===== src/uswp_pkg.sv =====
// Package for the serial transceiver write-protection register bank
package uswp_pkg;

  localparam int unsigned ADDR_W = 8;
  localparam int unsigned DATA_W = 32;

  // Register byte offsets
  localparam logic [7:0] OFS_MODE = 8'h00;
  localparam logic [7:0] OFS_BAUD = 8'h20;
  localparam logic [7:0] OFS_RXTO = 8'h24;
  localparam logic [7:0] OFS_TXTG = 8'h28;
  localparam logic [7:0] OFS_PROT_MODE = 8'hE4;
  localparam logic [7:0] OFS_PROT_STAT = 8'hE8;
  localparam logic [7:0] OFS_MOD_REV = 8'hFC;

  // Unlock key and field layout of the protection mode register
  localparam logic [23:0] PROT_UNLOCK_KEY = 24'h55_5341;
  localparam int unsigned KEY_LSB = 8;
  localparam int unsigned KEY_MSB = 31;
  localparam int unsigned PROT_EN_BIT = 0;

  // Status register layout
  localparam int unsigned VFLAG_BIT = 0;
  localparam int unsigned VSRC_LSB = 8;
  localparam int unsigned VSRC_W = 16;

  // Guarded register widths
  localparam int unsigned RXTO_W = 17;
  localparam int unsigned TXTG_W = 8;
  localparam int unsigned BAUD_W = 19;

  // Fixed instance configuration
  localparam logic [4:0] RXTO_CNT_WIDTH = 5'h11;
  localparam logic [3:0] CLK_DIV_RATIO = 4'h8;
  localparam int unsigned DIV_CNT_W = 3;

  // Identification fields, values arbitrary
  localparam logic [11:0] MOD_REVISION = 12'h123;
  localparam logic [3:0] MOD_VARIANT = 4'h0;
  localparam int unsigned VARIANT_LSB = 16;

  // Reset values
  localparam logic [31:0] ZERO_WORD = 32'h0000_0000;

  // Bus request carrier
  typedef struct packed {
    logic rd;
    logic wr;
    logic [ADDR_W-1:0] addr;
    logic [DATA_W-1:0] wdata;
    logic [3:0] be;
  } uswp_req_t;

  // Guarded configuration contents
  typedef struct packed {
    logic [DATA_W-1:0] mode;
    logic [BAUD_W-1:0] baud;
    logic [RXTO_W-1:0] rxto;
    logic [TXTG_W-1:0] txtg;
  } uswp_cfg_t;

endpackage : uswp_pkg


===== src/uswp_clkdiv.sv =====
// Fixed divide-by-eight clock-enable generator
`timescale 1ns/1ps
`default_nettype none
module uswp_clkdiv
  import uswp_pkg::*;
(
  input wire logic clk_i,
  input wire logic srst_i,
  input wire logic ce_i,
  output logic tick_o
);
  logic [DIV_CNT_W-1:0] cnt_q, cnt_d;

  // Free-running count modulo the ratio
  always_comb begin
    cnt_d = cnt_q + DIV_CNT_W'(1);
  end

  always_ff @(posedge clk_i) begin
    if (srst_i) begin
      cnt_q <= '0;
    end else if (ce_i) begin
      cnt_q <= cnt_d;
    end
  end

  // One pulse each wrap of the counter
  assign tick_o = ce_i && (cnt_q == DIV_CNT_W'(CLK_DIV_RATIO - 4'h1));
endmodule : uswp_clkdiv
`default_nettype wire


===== src/uswp_rxto.sv =====
// Receiver time-out counter, 17 bits wide
`timescale 1ns/1ps
`default_nettype none
module uswp_rxto
  import uswp_pkg::*;
(
  input wire logic clk_i,
  input wire logic srst_i,
  input wire logic ce_i,
  input wire logic [RXTO_W-1:0] value_i,
  input wire logic restart_i,
  input wire logic bit_tick_i,
  output logic expired_o
);
  logic [RXTO_W-1:0] cnt_q, cnt_d;
  logic exp_q, exp_d;

  // Load on restart, count down on bit ticks; zero value disables
  always_comb begin
    cnt_d = cnt_q;
    exp_d = exp_q;
    if (value_i == '0) begin
      cnt_d = '0;
      exp_d = 1'b0;
    end else if (restart_i) begin
      cnt_d = value_i;
      exp_d = 1'b0;
    end else if (bit_tick_i && cnt_q != '0) begin
      cnt_d = cnt_q - RXTO_W'(1);
      if (cnt_q == RXTO_W'(1)) begin
        exp_d = 1'b1;
      end
    end
  end

  always_ff @(posedge clk_i) begin
    if (srst_i) begin
      cnt_q <= '0;
      exp_q <= 1'b0;
    end else if (ce_i) begin
      cnt_q <= cnt_d;
      exp_q <= exp_d;
    end
  end

  assign expired_o = exp_q;
endmodule : uswp_rxto
`default_nettype wire


===== src/uswp_top.sv =====
// Write-protect, violation status and revision register bank
// Summary of operation
// - The enable bit changes only when the write carries the unlock key.
// - The key field always reads back as zero.
// - Enable one means protection on, zero means off.
// - Mode, baud, receiver time-out and timeguard are guarded.
// - A refused write records the target offset as violation source.
// - Status bit 0 is set by any violation since the last status read.
// - Reading the status register clears flag and source.
// - A read-only revision register holds revision and variant fields.
// - The receiver time-out counter and value are 17 bits wide.
// - The divided clock is the module clock divided by eight.
// - Time-out writes need protection off; zero disables time-out.
`timescale 1ns/1ps
`default_nettype none
module uswp_top
  import uswp_pkg::*;
(
  input wire logic MCLK_I,
  input wire logic SRST_I,
  input wire logic CE_I,
  input wire logic [ADDR_W-1:0] AVS_ADDRESS_I,
  input wire logic AVS_READ_I,
  input wire logic AVS_WRITE_I,
  input wire logic [DATA_W-1:0] AVS_WRITEDATA_I,
  input wire logic [3:0] AVS_BYTEENABLE_I,
  output logic [DATA_W-1:0] AVS_READDATA_O,
  output logic AVS_WAITREQUEST_O,
  input wire logic RX_RESTART_I,
  output logic RX_TIMEOUT_O,
  output logic DIV_TICK_O,
  output logic [DATA_W-1:0] CFG_MODE_O,
  output logic [BAUD_W-1:0] CFG_BAUD_O,
  output logic [RXTO_W-1:0] CFG_RXTO_O,
  output logic [TXTG_W-1:0] CFG_TXTG_O,
  output logic PROT_ENABLE_O
);
  uswp_req_t req;
  uswp_cfg_t cfg_q, cfg_d;
  logic prot_en_q, prot_en_d;
  logic vflag_q, vflag_d;
  logic [VSRC_W-1:0] vsrc_q, vsrc_d;
  logic [DATA_W-1:0] rdata_q, rdata_d;
  logic ack_q, ack_d;
  logic [DATA_W-1:0] bmask;
  logic guarded, take, wr_take, rd_take, refused;

  // Gather the bus request
  assign req.rd = AVS_READ_I;
  assign req.wr = AVS_WRITE_I;
  assign req.addr = AVS_ADDRESS_I;
  assign req.wdata = AVS_WRITEDATA_I;
  assign req.be = AVS_BYTEENABLE_I;

  // Byte-enable mask, one lane per generate step
  genvar gi;
  generate
    for (gi = 0; gi < 4; gi++) begin : g_lane
      assign bmask[gi*8 +: 8] = {8{req.be[gi]}};
    end
  endgenerate

  // One wait cycle then acknowledge
  assign take = CE_I && (req.rd || req.wr) && !ack_q;
  assign wr_take = take && req.wr;
  assign rd_take = take && req.rd && !req.wr;
  assign AVS_WAITREQUEST_O = !ack_q;
  assign AVS_READDATA_O = rdata_q;

  // Decode of the guarded set
  always_comb begin
    unique case (req.addr)
      OFS_MODE, OFS_BAUD, OFS_RXTO, OFS_TXTG: guarded = 1'b1;
      default: guarded = 1'b0;
    endcase
  end
  assign refused = wr_take && guarded && prot_en_q;

  // Next state of registers and read data
  always_comb begin
    cfg_d = cfg_q;
    prot_en_d = prot_en_q;
    vflag_d = vflag_q;
    vsrc_d = vsrc_q;
    rdata_d = rdata_q;
    ack_d = take;
    if (wr_take && !refused) begin
      unique case (req.addr)
        OFS_MODE: begin
          cfg_d.mode = (cfg_q.mode & ~bmask) | (req.wdata & bmask);
        end
        OFS_BAUD: begin
          cfg_d.baud = BAUD_W'((DATA_W'(cfg_q.baud) & ~bmask)
                       | (req.wdata & bmask));
        end
        OFS_RXTO: begin
          cfg_d.rxto = RXTO_W'((DATA_W'(cfg_q.rxto) & ~bmask)
                       | (req.wdata & bmask));
        end
        OFS_TXTG: begin
          cfg_d.txtg = TXTG_W'((DATA_W'(cfg_q.txtg) & ~bmask)
                       | (req.wdata & bmask));
        end
        OFS_PROT_MODE: begin
          if (req.wdata[KEY_MSB:KEY_LSB] == PROT_UNLOCK_KEY && req.be[0]) begin
            prot_en_d = req.wdata[PROT_EN_BIT];
          end
        end
        default: begin
        end
      endcase
    end
    if (rd_take) begin
      rdata_d = ZERO_WORD;
      unique case (req.addr)
        OFS_MODE: rdata_d = cfg_q.mode;
        OFS_BAUD: rdata_d = DATA_W'(cfg_q.baud);
        OFS_RXTO: rdata_d = DATA_W'(cfg_q.rxto);
        OFS_TXTG: rdata_d = DATA_W'(cfg_q.txtg);
        OFS_PROT_MODE: rdata_d[PROT_EN_BIT] = prot_en_q;
        OFS_PROT_STAT: begin
          rdata_d[VFLAG_BIT] = vflag_q;
          rdata_d[VSRC_LSB +: VSRC_W] = vsrc_q;
          vflag_d = 1'b0;
          vsrc_d = '0;
        end
        OFS_MOD_REV: begin
          rdata_d[0 +: $bits(MOD_REVISION)] = MOD_REVISION;
          rdata_d[VARIANT_LSB +: $bits(MOD_VARIANT)] = MOD_VARIANT;
        end
        default: rdata_d = ZERO_WORD;
      endcase
    end
    // Violation wins over a clearing read
    if (refused) begin
      vflag_d = 1'b1;
      vsrc_d = VSRC_W'(req.addr);
    end
  end

  always_ff @(posedge MCLK_I) begin
    if (SRST_I) begin
      cfg_q <= '0;
      prot_en_q <= 1'b0;
      vflag_q <= 1'b0;
      vsrc_q <= '0;
      rdata_q <= ZERO_WORD;
      ack_q <= 1'b0;
    end else if (CE_I) begin
      cfg_q <= cfg_d;
      prot_en_q <= prot_en_d;
      vflag_q <= vflag_d;
      vsrc_q <= vsrc_d;
      rdata_q <= rdata_d;
      ack_q <= ack_d;
    end
  end

  // Divided clock tick
  uswp_clkdiv u_div (
    .clk_i(MCLK_I),
    .srst_i(SRST_I),
    .ce_i(CE_I),
    .tick_o(DIV_TICK_O)
  );

  // Receiver time-out counter
  uswp_rxto u_rxto (
    .clk_i(MCLK_I),
    .srst_i(SRST_I),
    .ce_i(CE_I),
    .value_i(cfg_q.rxto),
    .restart_i(RX_RESTART_I),
    .bit_tick_i(DIV_TICK_O),
    .expired_o(RX_TIMEOUT_O)
  );

  // Configuration outputs
  assign CFG_MODE_O = cfg_q.mode;
  assign CFG_BAUD_O = cfg_q.baud;
  assign CFG_RXTO_O = cfg_q.rxto;
  assign CFG_TXTG_O = cfg_q.txtg;
  assign PROT_ENABLE_O = prot_en_q;
endmodule : uswp_top
`default_nettype wire


===== config.mk =====
export PLATFORM = sky130hd
export DESIGN_NAME = uswp_top
export DESIGN_NICKNAME = d
export VERILOG_FILES = /design/src/uswp_pkg.sv /design/src/uswp_clkdiv.sv /design/src/uswp_rxto.sv /design/src/uswp_top.sv
export SDC_FILE = /design/constraint.sdc
export NUM_CORES = 1
export LEC_CHECK = 0
export ABC_AREA = 1
export BUFFER_PORTS_ARGS = -buffer_cell sky130_fd_sc_hd__buf_4
export CAP_MARGIN = 0
export CORE_MARGIN = 5
export CORE_UTILIZATION = 25
export DETAILED_ROUTE_END_ITERATION = 7
export GPL_ROUTABILITY_DRIVEN = 0
export PLACE_DENSITY_LB_ADDON = 0.12
export REMOVE_ABC_BUFFERS = 1
export SETUP_SLACK_MARGIN = 0.4
export SLEW_MARGIN = 20
export SYNTH_ARGS = -nofsm -noshare
export SYNTH_HDL_FRONTEND = slang
export SYNTH_SLANG_ARGS = --single-unit

===== constraint.sdc =====
create_clock -name MCLK_I -period 4.8 [get_ports MCLK_I]
set_clock_uncertainty 0.1 [all_clocks]
set_input_delay 0.72 -clock MCLK_I [delete_from_list [all_inputs] [get_ports MCLK_I]]
set_output_delay 0.72 -clock MCLK_I [all_outputs]
set_load 0.02 [all_outputs]

* Word level (Yosys, flattened, before mapping)
Index checks and enable logic that the tools add are counted.
Storage, ports and cells: bits in registers 148, input bits 50
Cells by class: multiplexer cells 21, equality and inequality tests 9, add/subtract/negate cells 2, reductions and logical operators 32, bitwise operators 10
Operators with widths (number):
- $and 32x32->32 | 2
- $mux 17 | 3
- $mux 16 | 3
- $pmux 7 s5 | 1
- $not 32->32 | 1
- $or 32x32->32 | 1
- $pmux 4 s4 | 2
- $eq 24x23->1 const B | 1
- $eq 8x6->1 const B | 3
- $eq 8x8->1 const B | 3
- $pmux 4 s5 | 1
- $and 19x19->19 | 1
- $or 19x19->19 | 1
- $reduce_and 3->1 | 6
- $and 17x17->17 | 1
- $eq 17x1->1 const B | 1
- $logic_not 17->1 | 1
- $or 17x17->17 | 1
- $reduce_bool 17->1 | 1
- $sub 17x1->17 const B | 1
- $logic_and 1x1->1 | 11
- $and 8x8->8 | 1
- $logic_not 8->1 | 1
- $mux 1 | 8
- other kinds (13) | 18

* Longest topological paths before layout
Gate-level depths: netlist of run 1.
word-level depth 9, mapped depth 13

* By module
From an unflattened synthesis of run 1, not the netlist that was laid out.
Unflattened totals: cell total of the unflattened synthesis 1033, area, all modules 6977.9 µm²
Modules (own cells, without submodules):
- uswp_top | instances 1, sequential area each 2382.3 µm², area each 5372.7 µm², cells an instance 768
- uswp_rxto | instances 1, sequential area each 360.3 µm², area each 1456.4 µm², cells an instance 243
- uswp_clkdiv | instances 1, sequential area each 60.1 µm², area each 148.9 µm², cells an instance 22

* Worst setup path before layout of run 1
OpenSTA, ideal clock, no wires.
path type input port to flip-flop, start input AVS_ADDRESS_I[1], end register with a tool-made name, path buffers 2, data arrival time 1.972 ns, slack 2.615 ns, cell stages on the path 12, cells stage by stage nor2_2 > nand2_2 > nor2_1 > nor2_1 > nand2_2 > nand2_4 > buf_6 > nand4_4 > buf_6 > nand2_1 > nand2_1 > nor2_1
RTL lines:
- start: declaration | RTL line uswp_top.sv:22 | input wire logic [ADDR_W-1:0] AVS_ADDRESS_I,

==> results.sh, run 1 <==
export IMPL_die_h_um=174
export IMPL_cp_cell_sequence="buf_4, nor2_2, nand3_1, nor2_1, nor2_1, nand2_2, nand2_4, nand4_2, nand2_1, nand2_1, nor2_1"
export IMPL_synthCells=1023
export IMPL_crit_path_end_kind="register"
export IMPL_maxCapViolations=0
export IMPL_fin_tns_setup_ns=0
export IMPL_cts_tree="done"
export IMPL_synth_main_ff_cell="dfxtp_1"
export IMPL_syn_cell_area_mm2=0.00672
export IMPL_diodes=0
export IMPL_post_cts_buffers=0
export IMPL_clkSinkCount=140
export IMPL_clk_latency_ns=0.43
export IMPL_path_buf_inv=1
export IMPL_drive_gt1_share_pct=19.5
export IMPL_io_buffers=161
export IMPL_grt_pass1_vias=6522
export IMPL_grt_max_degree=63
export IMPL_ys_seq_area_share_pct=41.7
export IMPL_syn_avg_cell_area_um2=6.56
export IMPL_synth_cell_type_count=35
export IMPL_cts_max_level=4
export IMPL_rsz0062_at_grt="false"
export IMPL_yosysWarningCount=0
export IMPL_register_area_mm2=0.00280
export IMPL_hold_viol_final=0
export IMPL_synth_edf_count=0
export IMPL_nFillCells=2965
export IMPL_grt_pass1_wl_mm=38.2
export IMPL_crit_top_cell="nor2_1"
export IMPL_cts_buffers=17
export IMPL_core_rowCount=60
export IMPL_antenna_found_initial=0
export IMPL_slew_headroom_pct=36.2
export IMPL_setup_viol=0
export IMPL_start_util_pct=25.1
export IMPL_clk_pin_slew_ns=0.07
export IMPL_coreArea_mm2=0.0267
export IMPL_multi_input_area_mm2=0.00332
export IMPL_place_ws_ns=1.60
export IMPL_status="finished, final reports clean"
export IMPL_wl_per_cell_um=16.1
export IMPL_max_freq_mhz=358
export IMPL_drt_iter0_drc=321
export IMPL_drt_pre_antenna_iters=5
export IMPL_drv_slew=0
export IMPL_vias=6763
export IMPL_ff2ff_setup_slack_ns=2.15
export IMPL_async_flop_share_pct=0
export IMPL_nets=1218
export IMPL_io_pins=162
export IMPL_critPathKind="in2reg"
export IMPL_worstPathArrival_ns=3.02
export IMPL_power_total_mw=2.66
export IMPL_fin_cells=1518
export IMPL_tightest_slew_ns=0.953
export IMPL_vias_per_cell=4.46
export IMPL_ant_nets=0
export IMPL_slowest_delay_ns=0.75
export IMPL_period_share_pct=58.3
export IMPL_layout_common_cells="nand2_1 (289), nor2_1 (204), buf_4 (165), dfxtp_1 (140), inv_1 (93)"
export IMPL_post_cts_resized=0
export IMPL_layout_commonest_cell="nand2_1"
export IMPL_gr_total_overflow=0
export IMPL_dieArea_mm2=0.0302
export IMPL_cp_required_ns=5.03
export IMPL_hp_class="reg2reg"
export IMPL_hpwl_mm=17.7
export IMPL_routed_wl_mm=24.4
export IMPL_track_usage_pct=15.9
export IMPL_die_x_um=174
export IMPL_setup_worst_path_start_class="primary input"
export IMPL_remaining_drc_errors=0
export IMPL_cts_buffer_depth=2
export IMPL_crit_slowest_cell="nor2_1"
export IMPL_power_density_mw_per_mm2=304
export IMPL_fin_crit_ns=2.80
export IMPL_leakage_nw=4.22
export IMPL_synthToLayoutAreaGrowth_pct=30.4
export IMPL_dp_cells=1486
export IMPL_clock_root_buffer="clkbuf_16"
export IMPL_vdd_drop_max_mv=0.170
export IMPL_path_delay_family="simple AND/OR/NAND/NOR gates"
export IMPL_ys_ff_latch=140
export IMPL_setup_slack_ns=2.00
export IMPL_ctsHoldBuffers=0
export IMPL_crit_fanout=16
export IMPL_fin_util_pct=32.8
[synthesized netlist by cell type (all sizes together), types with 2 or more instances]
library cell	n	area (um2)
a21oi	67	335
o21ai	49	245
nand3b	4	30.0
nand2	295	1130
buf	16	110
nor3b	5	37.5
xor2	3	26.3
o22ai	8	50.1
o211ai	8	60.1
clkinv	3	11.3
nor2	214	842
a31oi	2	12.5
nand4	13	155
nand3	58	290
xnor2	3	26.3
dfxtp	140	2800
inv	100	375
clkbuf	27	101
ha	4	50.1
[report_power, final]
part / internal [mW] / switching, mW / total (mW)
Clock: 0.753 / 0.578 / 1.33
Combinational: 0.0532 / 0.106 / 0.160
Sequential: 1.17 / 0.00461 / 1.17
Total: 1.97 / 0.689 / 2.66
[through the flow]
stage,cell area [um2],hold slack [ns]
after floorplan,6500,0.339
after global placement,8180,0.341
after detailed placement,8180,0.343
after CTS,8760,0.353
after global routing,8760,0.386
final,8760,0.348
[worst paths after layout]
| path | startpoint | endpoint | depth (start not counted) |
|---|---|---|---|
| worst max register to register | register | u_rxto.cnt_q[1]$_SDFFE_PP0P_ | 10 |
| worst max-delay path | AVS_ADDRESS_I[1] | register | 11 |
| worst min register to register | u_rxto.expired_o$_SDFFE_PP0P_ | u_rxto.expired_o$_SDFFE_PP0P_ | 2 |
| worst min-delay path | u_rxto.expired_o$_SDFFE_PP0P_ | u_rxto.expired_o$_SDFFE_PP0P_ | 2 |
[per-layer routing]
metal,GRT usage [%],share of wire (%),vias up
li1,-,-,3499
met3,3.50,4.5,23
met5,0,0,-
met4,4.09,1.2,0
met2,25.8,46,155
met1,21.5,48,3086
[cell families after synthesis]
group	synth area share (%)
flip-flops	41.7
AO/OA/AOI/OAI	10.6
XOR/XNOR	0.783
AND/OR/NAND/NOR	37.2
buffers and inverters	8.91
adder cells (fa/ha/maj)	0.745
[layout make-up]
cell class | count | share of cell area, %
timing repair buffer | 165 | 14.1
tap | 341 | 4.87
multi-input combinational | 737 | 37.9
inverter | 103 | 4.43
clock buffer | 19 | 5.17
clock inverter | 13 | 1.49
sequential | 140 | 32.0
[tightest hold or removal path: cells and delay by family (launching register included)]
kind	cells	cell delay, ns
DFF	1	0.31
AOI/OAI and AO/OA	1	0.05
buffers and inverters	1	0.05
No activity file was read; power rests on OpenSTA's default activity.
==> run 2, diff against run 1 <==
- ABC_AREA: 1 -> 0
- clock period: 4.8 -> 2.55 ns (I/O delays scaled with it)
==> run 2 against run 1 <==
Register-to-register slack lost 1.7 ns. Combinational power up 81%. Largest cell class unchanged. Die area fell by 3.2%. Global-route usage is 0.88 points higher. Via count shrank 7.6%. Sequential power is 88% higher. Worst hold slack lost 0.27 ns.
==> results.sh, run 2 <==
export IMPL_track_usage_pct=16.8
export IMPL_met2_length_mm=11.4
export IMPL_leakage_nw=4.17
export IMPL_fin_tns_setup_ns=0
export IMPL_syn_cell_area_mm2=0.00649
export IMPL_max_freq_mhz=486
export IMPL_core_rowCount=59
export IMPL_critPathKind="reg2out"
export IMPL_synthMuxAreaShare_pct=14.4
export IMPL_maxCapViolations=0
export IMPL_synth_xor_area_share_pct=0.405
export IMPL_diodes=0
export IMPL_async_flop_share_pct=0
export IMPL_ant_nets=0
export IMPL_synth_edf_count=0
export IMPL_yosys_cell_count_top_type="dfxtp_1"
export IMPL_drt_pre_antenna_iters=5
export IMPL_cts_buffers=17
export IMPL_ys_seq_area_share_pct=43.2
export IMPL_hold_viol_final=0
export IMPL_vias=6251
export IMPL_ctsHoldBuffers=0
export IMPL_wl_per_cell_um=20.2
export IMPL_setup_worst_path_start_class="register"
export IMPL_clkSinkCount=140
export IMPL_routed_wl_mm=25.2
export IMPL_fin_crit_ns=2.06
export IMPL_synth_compound_area_share_pct=15.4
export IMPL_vdd_drop_max_mv=0.338
export IMPL_synth_fa_ha_area_share_pct=0.772
export IMPL_synth_top_area_cell="dfxtp_1"
export IMPL_hpwl_mm=18.5
export IMPL_remaining_drc_errors=0
export IMPL_status="finished, final reports clean"
export IMPL_coreArea_mm2=0.0258
export IMPL_dieArea_mm2=0.0293
export IMPL_synth_common_cells="dfxtp_1 (140), nor2_1 (105), mux2i_1 (83)"
export IMPL_period_share_pct=80.6
export IMPL_dr_wl_met3_mm=1.82
export IMPL_ys_ff_latch=140
export IMPL_synth_main_ff_cell="dfxtp_1"
export IMPL_power_total_mw=5.26
export IMPL_slew_headroom_pct=60.2
export IMPL_gr_total_overflow=0
export IMPL_synth_top_area_share_pct=43.2
export IMPL_nets=956
export IMPL_dp_cells=1214
export IMPL_clock_root_buffer="clkbuf_16"
export IMPL_synth_area_leaders="dfxtp_1 (43%), mux2i_1 (13%), nor2_1 (6.1%)"
export IMPL_synthCells=710
export IMPL_drt_iter0_drc=414
export IMPL_crit_fanout=7
export IMPL_setup_viol=0
export IMPL_synthToLayoutAreaGrowth_pct=40.1
export IMPL_layout_common_cells="buf_4 (213), dfxtp_1 (140), nor2_1 (105), mux2i_1 (83), nand2_1 (60)"
export IMPL_start_util_pct=25.1
export IMPL_highest_layer="met4"
export IMPL_wl_met1_mm=11.7
export IMPL_die_h_um=171
export IMPL_grt_pass1_wl_mm=37.7
export IMPL_grt_max_degree=56
export IMPL_power_density_mw_per_mm2=579
export IMPL_io_pins=162
export IMPL_cts_max_level=4
export IMPL_rsz0062_at_grt="true"
export IMPL_crit_path_end_kind="output port"
export IMPL_drv_slew=0
export IMPL_die_x_um=171
export IMPL_fin_cells=1250
export IMPL_grt_pass1_vias=6147
export IMPL_vias_per_cell=5.00
export IMPL_io_buffers=161
export IMPL_clk_pin_slew_ns=0.07
export IMPL_yosysWarningCount=0
export IMPL_antenna_found_initial=0
export IMPL_cp_required_ns=2.07
export IMPL_hp_class="in2reg"
export IMPL_synth_top_family_by_area="simple AND/OR/NAND/NOR gates"
export IMPL_tightest_slew_ns=0.598
export IMPL_cts_buffer_depth=2
export IMPL_worstPathArrival_ns=1.57
export IMPL_layout_commonest_cell="buf_4"
export IMPL_cts_tree="done"
export IMPL_fin_util_pct=35.2
export IMPL_syn_avg_cell_area_um2=9.14
export IMPL_clk_latency_ns=0.43
export IMPL_synth_simple_area_share_pct=22.4
export IMPL_drive_gt1_share_pct=31.1
export IMPL_synth_cell_type_count=65
==> run 2: cell types whose count changed after synthesis, sizes merged, moves of 30 or more <==
cell and change:
a21oi -30, inv -88, mux2i +83, nand2 -234, nand3 -32, nor2 -109
==> run 2: final cells by class <==
type	count	area, um2
inverter	12	45.0
clock inverter	15	218
tap	335	419
timing repair buffer	215	1640
multi-input combinational	516	3540
fill	2725	16700
sequential	140	2800
clock buffer	17	425
==> run 2: worst paths after layout <==
path / startpoint / to / slack [ns] / cells past startpoint
setup / recovery: u_div.cnt_q[0]$_SDFFE_PP0P_ / DIV_TICK_O / 0.49 / 4
hold / removal: AVS_WRITEDATA_I[28] / register / 0.08 / 3
setup reg to reg: u_rxto.cnt_q[0]$_SDFFE_PP0P_ / u_rxto.cnt_q[14]$_SDFFE_PP0P_ / 0.50 / 7
hold reg to reg: AVS_READDATA_O[31]$_SDFFE_PP0P_ / AVS_READDATA_O[31]$_SDFFE_PP0P_ / 0.36 / 2
==> run 2: metrics by stage <==
step	setup WS, ns	cell area [um2]	hold WS (ns)
2_1_floorplan	-0.102	6310	0.330
3_3_place_gp	0.210	8340	0.343
3_5_place_dp	0.182	8340	0.345
4_1_cts	0.344	9000	0.0670
5_1_grt	0.372	9090	0.0719
6_report	0.494	9090	0.0816
==> run 2: layer usage <==
layer	global-route usage, %	vias to the layer above
met5	0	-
met4	4.20	0
met3	5.38	23
met2	26.0	190
met1	22.7	3030
li1	-	3008
==> run 2: cells by family after synthesis <==
kind of cell    Yosys count
compound gates          139
xor+xnor                  3
fa+ha+maj                 4
buf+inv                  54
flops                   140
mux                      92
simple gates            278
==> run 2: what timing repair did <==
action / in CTS / in global routing
gates resized for setup: 5 / 12
buffers inserted: 1 / 3
hold endpoints to repair: 0 / 0
endpoints found under the setup margin: 19 / 20
pin swaps: 1 / 4
==> run 2: where the power goes <==
group	internal [mW]	leakage [nW]	switching (mW)
registers	2.19	1.13	0.00782
clock network	1.60	0.315	1.17
logic	0.107	2.73	0.182
==> run 2: worst max-delay path, stage by stage (launching register included) <==
cell	delay, ns
dfxtp_1	0.35
ha_1	0.20
ha_4	0.21
and2_1	0.22
buf_4	0.17
